==> config.mk <==
export PLATFORM = sky130hd
export DESIGN_NAME = iop_ports
export DESIGN_NICKNAME = d
export VERILOG_FILES = /design/src/hdl/iop_pkg.sv /design/src/hdl/iop_psp_if.sv /design/src/hdl/iop_sync.sv /design/src/hdl/iop_psp.sv /design/src/hdl/iop_ports.sv
export SDC_FILE = /design/constraint.sdc
export NUM_CORES = 1
export LEC_CHECK = 0
export BUFFER_PORTS_ARGS = -buffer_cell sky130_fd_sc_hd__clkbuf_2
export CORE_ASPECT_RATIO = 1.2
export CORE_MARGIN = 2
export CORE_UTILIZATION = 55
export DETAILED_ROUTE_END_ITERATION = 6
export GPL_TIMING_DRIVEN = 0
export PLACE_DENSITY = 0.78
export SYNTH_ARGS = -nofsm -noshare
export SYNTH_HDL_FRONTEND = slang
export SYNTH_SLANG_ARGS = --single-unit
==> constraint.sdc <==
create_clock -name core_clk -period 3.16 [get_ports core_clk]
set_input_delay 0.474 -clock core_clk [delete_from_list [all_inputs] [get_ports core_clk]]
set_output_delay 0.474 -clock core_clk [all_outputs]
set_load 0.03 [all_outputs]
==> src/hdl/iop_pkg.sv <==
package iop_pkg;
   // register offsets
   localparam logic [7:0] ADDR_D_DIR  = 8'h03;
   localparam logic [7:0] ADDR_C_DATA = 8'h07;
   localparam logic [7:0] ADDR_D_DATA = 8'h08;
   localparam logic [7:0] ADDR_E_DATA = 8'h09;
   localparam logic [7:0] ADDR_C_DIR  = 8'h87;
   localparam logic [7:0] ADDR_E_CTL  = 8'h89;
   localparam logic [7:0] ADDR_ANA    = 8'h9f;

   // fields of the port e direction and slave status register
   localparam int IBF_POS  = 7;
   localparam int OBF_POS  = 6;
   localparam int INPUT_OVERFLOW_FLAG_POS = 5;
   localparam int MODE_POS = 4;
   localparam int NC_POS   = 3;

   // values after reset
   localparam logic [7:0] RST_C_DIR = 8'hff;
   localparam logic [7:0] RST_D_DIR = 8'hff;
   localparam logic [7:0] RST_E_CTL = 8'h07;
   localparam logic [7:0] RST_LATCH = 8'h00;
   localparam logic [2:0] RST_ANA   = 3'h0;

   // pin synchroniser: {port e, port d, port c}; e idles high
   localparam int          SYNC_W    = 19;
   localparam logic [18:0] SYNC_INIT = 19'h70000;

   typedef enum logic [1:0] {
      IOP_IDLE  = 2'b00,
      IOP_WRITE = 2'b01,
      IOP_READ  = 2'b10
   } iop_psp_state_t;

   // analog mask of the three port e pins from the config field
   function automatic logic [2:0] iop_pe_analog(input logic [2:0] cfg);
      iop_pe_analog = (cfg[2:1] == 2'b11) ? 3'h0 : 3'h7;
   endfunction : iop_pe_analog
endpackage : iop_pkg

==> src/hdl/iop_psp_if.sv <==
`timescale 1ns/1ps
`default_nettype none
interface iop_psp_if;
   logic mode;
   logic cs_n;
   logic rd_n;
   logic wr_n;
   logic rd_act;
   logic wr_act;
   logic wr_end;
   logic rd_start;
   modport ctl  (input mode, cs_n, rd_n, wr_n,
                 output rd_act, wr_act, wr_end, rd_start);
   modport core (output mode, cs_n, rd_n, wr_n,
                 input rd_act, wr_act, wr_end, rd_start);
endinterface : iop_psp_if
`default_nettype wire

==> src/hdl/iop_sync.sv <==
`timescale 1ns/1ps
`default_nettype none
module iop_sync #(
   parameter int             W    = 8,
   parameter logic [W-1:0]   INIT = '0
) (
   input  wire logic         core_clk,
   input  wire logic         reset,
   input  wire logic [W-1:0] d,
   output logic      [W-1:0] q
);
   typedef struct packed {
      logic [W-1:0] s1;
      logic [W-1:0] s2;
      logic [W-1:0] s3;
      logic [W-1:0] q;
   } iop_sync_st_t;

   iop_sync_st_t st;
   iop_sync_st_t next_st;

   always_comb begin
      next_st    = st;
      next_st.s1 = d;
      next_st.s2 = st.s1;
      next_st.s3 = st.s2;
      // take a level only once stages two and three agree
      next_st.q  = (st.s2 & st.s3) | (st.q & (st.s2 | st.s3));
   end

   always_ff @(posedge core_clk) begin
      if (reset) begin
         st <= '{INIT, INIT, INIT, INIT};
      end else begin
         st <= next_st;
      end
   end

   assign q = st.q;
endmodule : iop_sync
`default_nettype wire

==> src/hdl/iop_psp.sv <==
`timescale 1ns/1ps
`default_nettype none
module iop_psp (
   input  wire logic core_clk,
   input  wire logic reset,
   iop_psp_if.ctl    bus
);
   import iop_pkg::*;

   typedef struct packed {
      iop_psp_state_t state;
      logic           rd_act;
      logic           wr_act;
      logic           wr_end;
      logic           rd_start;
   } iop_psp_st_t;

   iop_psp_st_t st;
   iop_psp_st_t next_st;
   logic        sel;

   assign sel = bus.mode & ~bus.cs_n;

   always_comb begin
      next_st          = st;
      next_st.wr_end   = 1'b0;
      next_st.rd_start = 1'b0;
      unique case (st.state)
         IOP_IDLE: begin
            // a write wins when both strobes fall together
            if (sel && !bus.wr_n) begin
               next_st.state = IOP_WRITE;
            end else if (sel && !bus.rd_n) begin
               next_st.state    = IOP_READ;
               next_st.rd_start = 1'b1;
            end
         end
         IOP_WRITE: begin
            if (!sel || bus.wr_n) begin
               next_st.state  = IOP_IDLE;
               next_st.wr_end = 1'b1;
            end
         end
         IOP_READ: begin
            if (!sel || bus.rd_n) begin
               next_st.state = IOP_IDLE;
            end
         end
         default: next_st.state = IOP_IDLE;
      endcase
      next_st.rd_act = (next_st.state == IOP_READ);
      next_st.wr_act = (next_st.state == IOP_WRITE);
   end

   always_ff @(posedge core_clk) begin
      if (reset) begin
         st <= '{IOP_IDLE, 1'b0, 1'b0, 1'b0, 1'b0};
      end else begin
         st <= next_st;
      end
   end

   assign bus.rd_act   = st.rd_act;
   assign bus.wr_act   = st.wr_act;
   assign bus.wr_end   = st.wr_end;
   assign bus.rd_start = st.rd_start;
endmodule : iop_psp
`default_nettype wire

==> src/hdl/iop_ports.sv <==
`timescale 1ns/1ps
`default_nettype none
module iop_ports (
   input  wire logic       core_clk,
   input  wire logic       reset,
   input  wire logic [7:0] addr,
   input  wire logic [7:0] wdata,
   input  wire logic       wr,
   input  wire logic       rd,
   output logic      [7:0] rdata,
   input  wire logic [7:0] pc_in,
   output logic      [7:0] pc_out,
   output logic      [7:0] pc_oe,
   input  wire logic [7:0] periph_en,
   input  wire logic [7:0] periph_oe,
   input  wire logic [7:0] periph_out,
   output logic      [7:0] pc_value,
   input  wire logic [7:0] pd_in,
   output logic      [7:0] pd_out,
   output logic      [7:0] pd_oe,
   input  wire logic [2:0] pe_in,
   output logic      [2:0] pe_out,
   output logic      [2:0] pe_oe
);
   import iop_pkg::*;

   typedef struct packed {
      logic [7:0] c_lat;
      logic [7:0] c_dir;
      logic [7:0] d_lat;
      logic [7:0] d_dir;
      logic [7:0] d_in;
      logic [2:0] e_lat;
      logic [7:0] e_ctl;
      logic [2:0] ana;
      logic [7:0] rdata;
      logic [7:0] pc_out;
      logic [7:0] pc_oe;
      logic [7:0] pc_value;
      logic [7:0] pd_out;
      logic [7:0] pd_oe;
      logic [2:0] pe_out;
      logic [2:0] pe_oe;
   } iop_ports_st_t;

   iop_ports_st_t st;
   iop_ports_st_t next_st;

   logic [SYNC_W-1:0] pins_s;
   logic [7:0]        pc_s;
   logic [7:0]        pd_s;
   logic [2:0]        pe_s;
   logic [7:0]        eff_cdir;
   logic              mode;
   logic              wr_low;
   logic              rd_pd;
   logic              wr_ctl;

   iop_psp_if pif ();

   // all pins pass three stages before any use
   iop_sync #(
      .W    (SYNC_W),
      .INIT (SYNC_INIT)
   ) u_sync (
      .core_clk (core_clk),
      .reset    (reset),
      .d        ({pe_in, pd_in, pc_in}),
      .q        (pins_s)
   );

   assign pc_s = pins_s[7:0];
   assign pd_s = pins_s[15:8];
   assign pe_s = pins_s[18:16];

   assign mode     = st.e_ctl[MODE_POS];
   assign pif.mode = mode;
   assign pif.rd_n = pe_s[0];
   assign pif.wr_n = pe_s[1];
   assign pif.cs_n = pe_s[2];

   iop_psp u_psp (
      .core_clk (core_clk),
      .reset    (reset),
      .bus      (pif.ctl)
   );

   // effective direction, one is input
   always_comb begin
      for (int i = 0; i < 8; i++) begin
         eff_cdir[i] = periph_en[i] ? ~periph_oe[i] : st.c_dir[i];
      end
   end

   assign wr_low = mode & ~pif.cs_n & ~pif.wr_n;
   assign rd_pd  = rd && (addr == ADDR_D_DATA);
   assign wr_ctl = wr && (addr == ADDR_E_CTL);

   always_comb begin
      next_st       = st;
      next_st.rdata = 8'h00;

      if (rd) begin
         case (addr)
            ADDR_C_DATA: next_st.rdata = pc_s;
            // read-back shows the override, so bit updates are unsafe
            ADDR_C_DIR:  next_st.rdata = eff_cdir;
            ADDR_D_DATA: next_st.rdata = mode ? st.d_in : pd_s;
            ADDR_D_DIR:  next_st.rdata = st.d_dir;
            ADDR_E_DATA: next_st.rdata =
               {5'h00, pe_s & ~iop_pe_analog(st.ana)};
            ADDR_E_CTL:  next_st.rdata = st.e_ctl;
            ADDR_ANA:    next_st.rdata = {5'h00, st.ana};
            default:     next_st.rdata = 8'h00;
         endcase
      end

      if (wr) begin
         case (addr)
            ADDR_C_DATA: next_st.c_lat = wdata;
            ADDR_C_DIR:  next_st.c_dir = wdata;
            ADDR_D_DATA: next_st.d_lat = wdata;
            ADDR_D_DIR:  next_st.d_dir = wdata;
            ADDR_E_DATA: next_st.e_lat = wdata[2:0];
            ADDR_E_CTL: begin
               // full flags belong to hardware
               next_st.e_ctl[INPUT_OVERFLOW_FLAG_POS] = wdata[INPUT_OVERFLOW_FLAG_POS];
               next_st.e_ctl[MODE_POS] = wdata[MODE_POS];
               next_st.e_ctl[2:0]      = wdata[2:0];
            end
            ADDR_ANA:    next_st.ana = wdata[2:0];
            default:     next_st.ana = st.ana;
         endcase
      end

      // capture while the strobe is still low, not at its release
      if (wr_low) begin
         next_st.d_in = pd_s;
      end

      if (rd_pd && mode) begin
         next_st.e_ctl[IBF_POS] = 1'b0;
      end
      if (pif.rd_start) begin
         next_st.e_ctl[OBF_POS] = 1'b0;
      end
      // a firmware write of the latch wins over a same-cycle read start
      if (wr && addr == ADDR_D_DATA && mode) begin
         next_st.e_ctl[OBF_POS] = 1'b1;
      end
      // the hardware event wins over a same-cycle read clear, not over a slave mode exit
      if (pif.wr_end) begin
         if (st.e_ctl[IBF_POS]) begin
            next_st.e_ctl[INPUT_OVERFLOW_FLAG_POS] = 1'b1;
         end
         next_st.e_ctl[IBF_POS] = 1'b1;
      end
      if (!next_st.e_ctl[MODE_POS]) begin
         next_st.e_ctl[IBF_POS] = 1'b0;
         next_st.e_ctl[OBF_POS] = 1'b0;
      end
      next_st.e_ctl[NC_POS] = 1'b0;

      for (int i = 0; i < 8; i++) begin
         next_st.pc_oe[i]  = ~eff_cdir[i];
         next_st.pc_out[i] = periph_en[i] ? periph_out[i]
                                          : st.c_lat[i];
      end
      next_st.pc_value = pc_s;

      next_st.pd_out = st.d_lat;
      if (mode) begin
         next_st.pd_oe = {8{pif.rd_act}};
      end else begin
         next_st.pd_oe = ~st.d_dir;
      end

      // analog pins still obey direction; slave mode makes them inputs
      next_st.pe_out = st.e_lat;
      next_st.pe_oe  = mode ? 3'h0 : ~st.e_ctl[2:0];
   end

   always_ff @(posedge core_clk) begin
      if (reset) begin
         st       <= '0;
         st.c_dir <= RST_C_DIR;
         st.d_dir <= RST_D_DIR;
         st.c_lat <= RST_LATCH;
         st.d_lat <= RST_LATCH;
         st.e_ctl <= RST_E_CTL;
         st.ana   <= RST_ANA;
      end else begin
         st <= next_st;
      end
   end

   assign rdata    = st.rdata;
   assign pc_out   = st.pc_out;
   assign pc_oe    = st.pc_oe;
   assign pc_value = st.pc_value;
   assign pd_out   = st.pd_out;
   assign pd_oe    = st.pd_oe;
   assign pe_out   = st.pe_out;
   assign pe_oe    = st.pe_oe;
endmodule : iop_ports
`default_nettype wire

==> results.json, run 1 <==
{
  "status": "finished clean",
  "ff2ff_path_depth": 5,
  "cts_tree": "yes",
  "startpoint_type": "flip-flop",
  "drt_pre_antenna_iters": 5,
  "drt_iter0_markers": 249,
  "cts.reportedPaths.clkPinSlew_ns": 0.07,
  "cts_max_path_buffers": 2,
  "synth_xor_xnor_area_share_pct": 0,
  "vias": 5229,
  "worst-path-stages": 5,
  "crit_arrival_ns": 2.41,
  "min_path_type": "input port to flip-flop",
  "finalPower_mw": 4.98,
  "ys_seq_area_share_pct": 54.7,
  "h-tree-depth": 4,
  "final.setup.tns_ns": 0,
  "row_count": 44,
  "hpwl_um": 12100,
  "critPathBufInv": 3,
  "post_synth_num_cell_types": 45,
  "synthCells": 702,
  "setup_ws_ns": 1.09,
  "async_reset_ff_share_pct": 0,
  "viasPerCell": 5.19,
  "grt-ovfl-total": 0,
  "drive_above_1_share_pct": 27.5,
  "num_antenna_cells": 0,
  "max_slew_margin_pct": 50.3,
  "path_class": "flip-flop to flip-flop",
  "yosysWarnings": 0,
  "required_ns": 3.51,
  "die_area_um2": 13400,
  "cts_buffers": 17,
  "synth_ff_type": "dfxtp_1",
  "fin_crit_sh_pct": 65.4,
  "final_area_um2": 8310,
  "fill_cells": 955,
  "grt_antenna_before_repair": 1,
  "post-place-ws_ns": 0.938,
  "yosys.area_share.adder_pct": 0,
  "globalplace.congestion": 0.933,
  "cpMaxStageDelayCell": "clkbuf_1",
  "reg2reg_from": "mode$_SDFF_PP0_",
  "placed_area_um2": 7650,
  "die-width_um": 106,
  "crit_chain": "clkbuf_1 > buf_2 > clkbuf_1 > nand2_1 > a21oi_1",
  "first_global_vias": 5075,
  "post_cts_resize_count": 0,
  "io_pins": 117,
  "synth-seq-cells": 188,
  "drv_cap": 0,
  "powerDensity_nw_per_um2": 600,
  "cp-startpoint": "mode$_SDFF_PP0_",
  "grt_max_degree": 18,
  "cts.sinks": 188,
  "nets": 897,
  "path_max_fanout": 10,
  "cp_common_cell": "clkbuf_1",
  "avgSynthCellArea_um2": 9.80,
  "syn-num-nets": 765,
  "clk-insertion-delay-late_ns": 0.42,
  "seq_area_um2": 3760,
  "multi_input_area_um2": 2540,
  "start_util_pct": 56.6,
  "cts_root_buf": "clkbuf_16",
  "synthMuxAreaShare_pct": 5.44,
  "rsz0062_at_grt": "no",
  "leakagePower_nw": 3.54,
  "finalHoldViolations": 0,
  "r2r_end": "pd_oe[7]$_SDFF_PP0_",
  "io_buffer_count": 113,
  "synth_edf_count": 0,
  "post-route-min-period_ns": 2.07,
  "critPathTopFamily": "buffers and inverters",
  "wl_per_cell_um": 16.1,
  "wl_um": 16200,
  "critPathMaxStageDelay_ns": 0.44,
  "core_area_um2": 12200,
  "crit_path_end_kind": "flip-flop",
  "synth_top_family_by_area": "simple AND/OR/NAND/NOR gates",
  "holdBufCountCts": 0,
  "finalClockSkew_ns": 0.00800,
  "layout_common_cells": "dfxtp_1 (188), clkbuf_2 (113), nor2b_1 (82)",
  "syn_to_final_growth_pct": 20.7,
  "vdd_drop_max_mv": 0.426,
  "dieHeight_um": 127,
  "synth_compound_area_share_pct": 11.7,
  "detail-route-antenna-nets": 0,
  "track_usage_pct": 24.7,
  "tightestPinTransition_ns": 0.739,
  "slew_viol_final": 0,
  "setup_violations": 0,
  "syn-cell-area_um2": 6880,
  "critical_path.endpoint": "pd_oe[7]$_SDFF_PP0_",
  "final_common_cell": "dfxtp_1",
  "drc": 0,
  "reg2reg_setup_slack_ns": 1.09,
  "fmax_mhz": 484,
  "synth-simple-area-share_pct": 19.8,
  "cts_setup_buffers": 0,
  "grt_pass1_wl_um": 25400
}
worst register-to-register path: stages (launching register included):
cell	delay [ns]
dfxtp_1	0.31
clkbuf_1	0.35
buf_2	0.34
clkbuf_1	0.44
nand2_1	0.33
a21oi_1	0.22
power breakdown:
| group | switching [mW] | internal, mW | leakage, nW |
|---|---|---|---|
| clock network | 0.942 | 1.39 | 0.320 |
| registers | 0.0147 | 2.41 | 1.53 |
| logic | 0.141 | 0.0885 | 1.70 |
| total | 1.10 | 3.89 | 3.54 |
synth_stat cells, drive strengths merged (2+ instances only):
master,number,area [um^2]
nor2b,82,513
o22a,3,26.3
nor4,3,18.8
o21ai,34,170
nand4,5,37.5
or4,3,22.5
and3,2,12.5
inv,10,37.5
nor4b,4,65.1
or2,18,113
a211o,19,166
dfxtp,188,3760
nor3,8,40.0
a21oi,54,270
o21bai,3,22.5
nand2b,3,18.8
nand2,59,221
and4,2,17.5
a22oi,2,15.0
nor2,41,154
buf,64,454
and2b,2,15.0
a22o,2,17.5
mux2,3,33.8
nand3,8,40.0
clkbuf,23,86.3
or3,2,17.5
mux2i,34,340
o2bb2ai,4,35.0
o21a,2,15.0
o31a,3,26.3
o22ai,4,25.0
layout make-up:
cell class / instances / area share, %
timing repair buffer: 113 / 6.81
buffer: 87 / 6.51
tap: 161 / 2.43
clock inverter: 13 / 2.46
sequential: 188 / 45.3
inverter: 10 / 0.452
clock buffer: 19 / 5.45
multi-input combinational: 417 / 30.6
metrics by stage:
stage                     util [%]  instances  hold WS [ns]
after global routing          68.3       1008         0.233
final                         68.3       1008         0.230
after global placement        62.9        976         0.392
after CTS                     68.3       1008         0.222
after detailed placement      62.9        976         0.398
after floorplan                  -        702         0.389
kinds of logic after synthesis:
logic type	count (synthesis)
AO/OA/AOI/OAI	132
buffers and inverters	97
flip-flops	188
multiplexers	37
AND/OR/NAND/NOR	248
state kept, by name, summed over array words and instances (netlist names), 8 cells and up:
signal,cells
pd_oe,8
u_sync.next_st,38
st,41
rdata,8
u_sync.q,19
next_st,11
u_sync.st,19
pd_out,8
pc_out,8
pc_oe,8
pc_value,8
routing by layer:
metal	wire [um]	GRT usage, %	vias to the layer above
met5	0	0	-
met4	315	9.44	0
met3	882	5.55	23
met2	8300	43.7	172
met1	6710	29.2	2458
li1	-	-	2576
worst min path at each step:
stage                                          to                     startpoint  cells past startpoint  slack (ns)
finish              u_sync.next_st[54]$_SDFF_PP1_                       pe_in[0]                      2        0.23
global route        u_sync.next_st[56]$_SDFF_PP1_                       pe_in[2]                      2        0.23
CTS                 u_sync.next_st[54]$_SDFF_PP1_                       pe_in[0]                      2        0.22
detailed placement  u_sync.next_st[37]$_SDFF_PP1_  u_sync.next_st[56]$_SDFF_PP1_                      1        0.40
global placement    u_sync.next_st[35]$_SDFF_PP1_  u_sync.next_st[54]$_SDFF_PP1_                      1        0.39
floorplan           u_sync.next_st[35]$_SDFF_PP1_  u_sync.next_st[54]$_SDFF_PP1_                      1        0.39
(Power assumes the default switching activity.)
==> run 2: changes to the inputs <==
--- a/config.mk
+++ b/config.mk
@@ -8,10 +8,10 @@
 export BUFFER_PORTS_ARGS = -buffer_cell sky130_fd_sc_hd__clkbuf_2
 export CORE_ASPECT_RATIO = 1.2
 export CORE_MARGIN = 2
-export CORE_UTILIZATION = 55
+export CORE_UTILIZATION = 50
 export DETAILED_ROUTE_END_ITERATION = 6
 export GPL_TIMING_DRIVEN = 0
-export PLACE_DENSITY = 0.78
+export PLACE_DENSITY = 0.75
 export SYNTH_ARGS = -nofsm -noshare
 export SYNTH_HDL_FRONTEND = slang
 export SYNTH_SLANG_ARGS = --single-unit
==> constraint.sdc (replaced) <==
create_clock -name core_clk -period 1.8 [get_ports core_clk]
set_input_delay 0.27 -clock core_clk [delete_from_list [all_inputs] [get_ports core_clk]]
set_output_delay 0.27 -clock core_clk [all_outputs]
set_load 0.03 [all_outputs]
==> run 2 against run 1 <==
- design area increased by 0.27%
- via count is 0.80% higher
- critical endpoint is now rdata[0]$_SDFF_PP0_
- sequential power grew 76%
- setup slack lost 1.0 ns
- worst hold slack lost 0.20 ns
- first-iteration DRC count down 11%
- critical path depth unchanged
==> results.json, run 2 (same netlist as run 1, synthesis figures left out) <==
{
  "cp-startpoint": "addr[3]",
  "cts_tree": "yes",
  "whs_path_depth": 2,
  "row_count": 46,
  "die_area_um2": 14700,
  "cts_buffers": 17,
  "placed_area_um2": 7660,
  "io_pins": 117,
  "multi_input_area_um2": 2540,
  "finalClockSkew_ns": 0.00791,
  "rsz0062_at_grt": "no",
  "min_path_type": "input port to flip-flop",
  "drc": 0,
  "detail-route-antenna-nets": 0,
  "ff2ff_path_depth": 4,
  "path_max_fanout": 8,
  "wl_um": 17100,
  "holdBufCountCts": 0,
  "finalHoldViolations": 0,
  "first_global_vias": 5179,
  "tightestPinTransition_ns": 0.859,
  "holdWs_ns": 0.0261,
  "pwr-share-comb_pct": 4.7,
  "hpwl_um": 12800,
  "num_antenna_cells": 0,
  "grt_pass1_wl_um": 26900,
  "largest_reg_flops": 41,
  "start_util_pct": 51.5,
  "setup_ws_ns": 0.0864,
  "r2r_end": "pd_oe[5]$_SDFF_PP0_",
  "globalplace.congestion": 0.858,
  "drv_cap": 0,
  "power_switching_mw": 1.87,
  "nets": 896,
  "setup_violations": 0,
  "drt_iter0_markers": 222,
  "viasPerCell": 5.20,
  "syn_to_final_growth_pct": 21.0,
  "reg2reg_from": "mode$_SDFF_PP0_",
  "crit_path_end_kind": "flip-flop",
  "status": "finished clean",
  "cts_max_path_buffers": 2,
  "max_slew_margin_pct": 42.2,
  "crit_arrival_ns": 2.08,
  "core_area_um2": 13400,
  "vdd_drop_max_mv": 0.760,
  "grt_antenna_before_repair": 0,
  "post-route-min-period_ns": 1.71,
  "layout_common_cells": "dfxtp_1 (187), clkbuf_2 (114), nor2b_1 (82)",
  "wl_per_cell_um": 16.8,
  "powerDensity_nw_per_um2": 1060,
  "vias": 5271,
  "h-tree-depth": 4,
  "critical_path.endpoint": "rdata[0]$_SDFF_PP0_",
  "final_common_cell": "dfxtp_1",
  "required_ns": 2.16,
  "track_usage_pct": 23.5,
  "leakagePower_nw": 3.55,
  "seq_area_um2": 3760,
  "fill_cells": 1119,
  "cts.reportedPaths.clkPinSlew_ns": 0.07,
  "p_seq_share_pct": 48.3,
  "swShare_pct": 21.2,
  "drive_above_1_share_pct": 27.8,
  "intPower_mw": 6.94,
  "fin_crit_sh_pct": 95.2,
  "clkPwrFrac_pct": 47.0,
  "drt_pre_antenna_iters": 5,
  "io_buffer_count": 113,
  "clk-insertion-delay-late_ns": 0.43,
  "reg2reg_setup_slack_ns": 0.22,
  "regMostFlops": "st",
  "path_class": "input port to flip-flop",
  "grt_max_degree": 17,
  "fin_util_pct": 62.4,
  "grt-ovfl-total": 0,
  "final_area_um2": 8330,
  "cts_root_buf": "clkbuf_16",
  "post-place-ws_ns": -0.388,
  "dieHeight_um": 133,
  "slew_viol_final": 0,
  "die-width_um": 111,
  "startpoint_type": "input port",
  "cts.sinks": 188,
  "fmax_mhz": 584
}
-- run 2: cell types whose count changed in the layout (fill, tap and decap cells not counted), sizes merged --
cell / previous run / this run
bufinv: 4 / 5
clkinvlp: 1 / 2
inv: 15 / 13
clkbuf: 155 / 156
clkinv: 3 / 2
buf: 64 / 63
-- run 2: area by class of cell --
cell class,instances,area share [%]
clock inverters,12,2.49
plain buffers,86,6.49
inverters,10,0.451
flip-flops and latches,188,45.2
repair buffers,113,6.79
well taps,168,2.52
multi-input cells,417,30.6
clock buffers,20,5.48
-- run 2: how the worst min path moves through the flow --
stage	from	to	slack, ns
after global routing	pe_in[2]	u_sync.next_st[56]$_SDFF_PP1_	0.02
after detailed placement	u_sync.next_st[56]$_SDFF_PP1_	u_sync.next_st[37]$_SDFF_PP1_	0.40
after floorplan	pe_in[0]	u_sync.next_st[54]$_SDFF_PP1_	0.37
after CTS	pe_in[2]	u_sync.next_st[56]$_SDFF_PP1_	0.009
final	pe_in[2]	u_sync.next_st[56]$_SDFF_PP1_	0.03
after global placement	u_sync.next_st[54]$_SDFF_PP1_	u_sync.next_st[35]$_SDFF_PP1_	0.39
-- run 2: repair_timing --
| action | 4_1_cts | 5_1_grt |
|---|---|---|
| endpoints found under the hold margin | 0 | 0 |
| setup endpoints to repair | 11 | 21 |
| setup buffers | 0 | 0 |
| resized for setup | 1 | 3 |
-- run 2: per-stage QoR --
stage / TNS (ns) / instances / power, mW
2_1_floorplan: 0 / 702 / 4.56
3_3_place_gp: -12.79 / 983 / 4.75
3_5_place_dp: -13.18 / 983 / 4.76
4_1_cts: 0 / 1014 / 8.87
5_1_grt: 0 / 1014 / 9.09
6_report: 0 / 1014 / 8.81
-- run 2: layer usage --
| layer | track usage (%) | wire (um) | vias to the layer above | part of all wire [%] |
|---|---|---|---|---|
| met2 | 41.7 | 8600 | 188 | 50 |
| met1 | 27.7 | 7050 | 2468 | 41 |
| met4 | 9.67 | 480 | 0 | 2.8 |
| met5 | 0 | 0 | - | 0 |
| li1 | - | - | 2584 | - |
| met3 | 4.72 | 923 | 31 | 5.4 |
-- run 2: critical path, stage by stage --
cell,delay [ns]
clkbuf_2,0.17
or3b_2,0.52
nor4_1,0.73
a22o_1,0.23
o31a_1,0.15
-- run 2: power groups by stage --
stage | Combinational [mW] | Sequential [mW] | Clock (mW)
global route | 0.445 | 4.26 | 4.39
CTS | 0.413 | 4.25 | 4.20
finish | 0.411 | 4.25 | 4.14
detailed placement | 0.411 | 4.35 | 0
global placement | 0.404 | 4.34 | 0
floorplan | 0.225 | 4.34 | 0
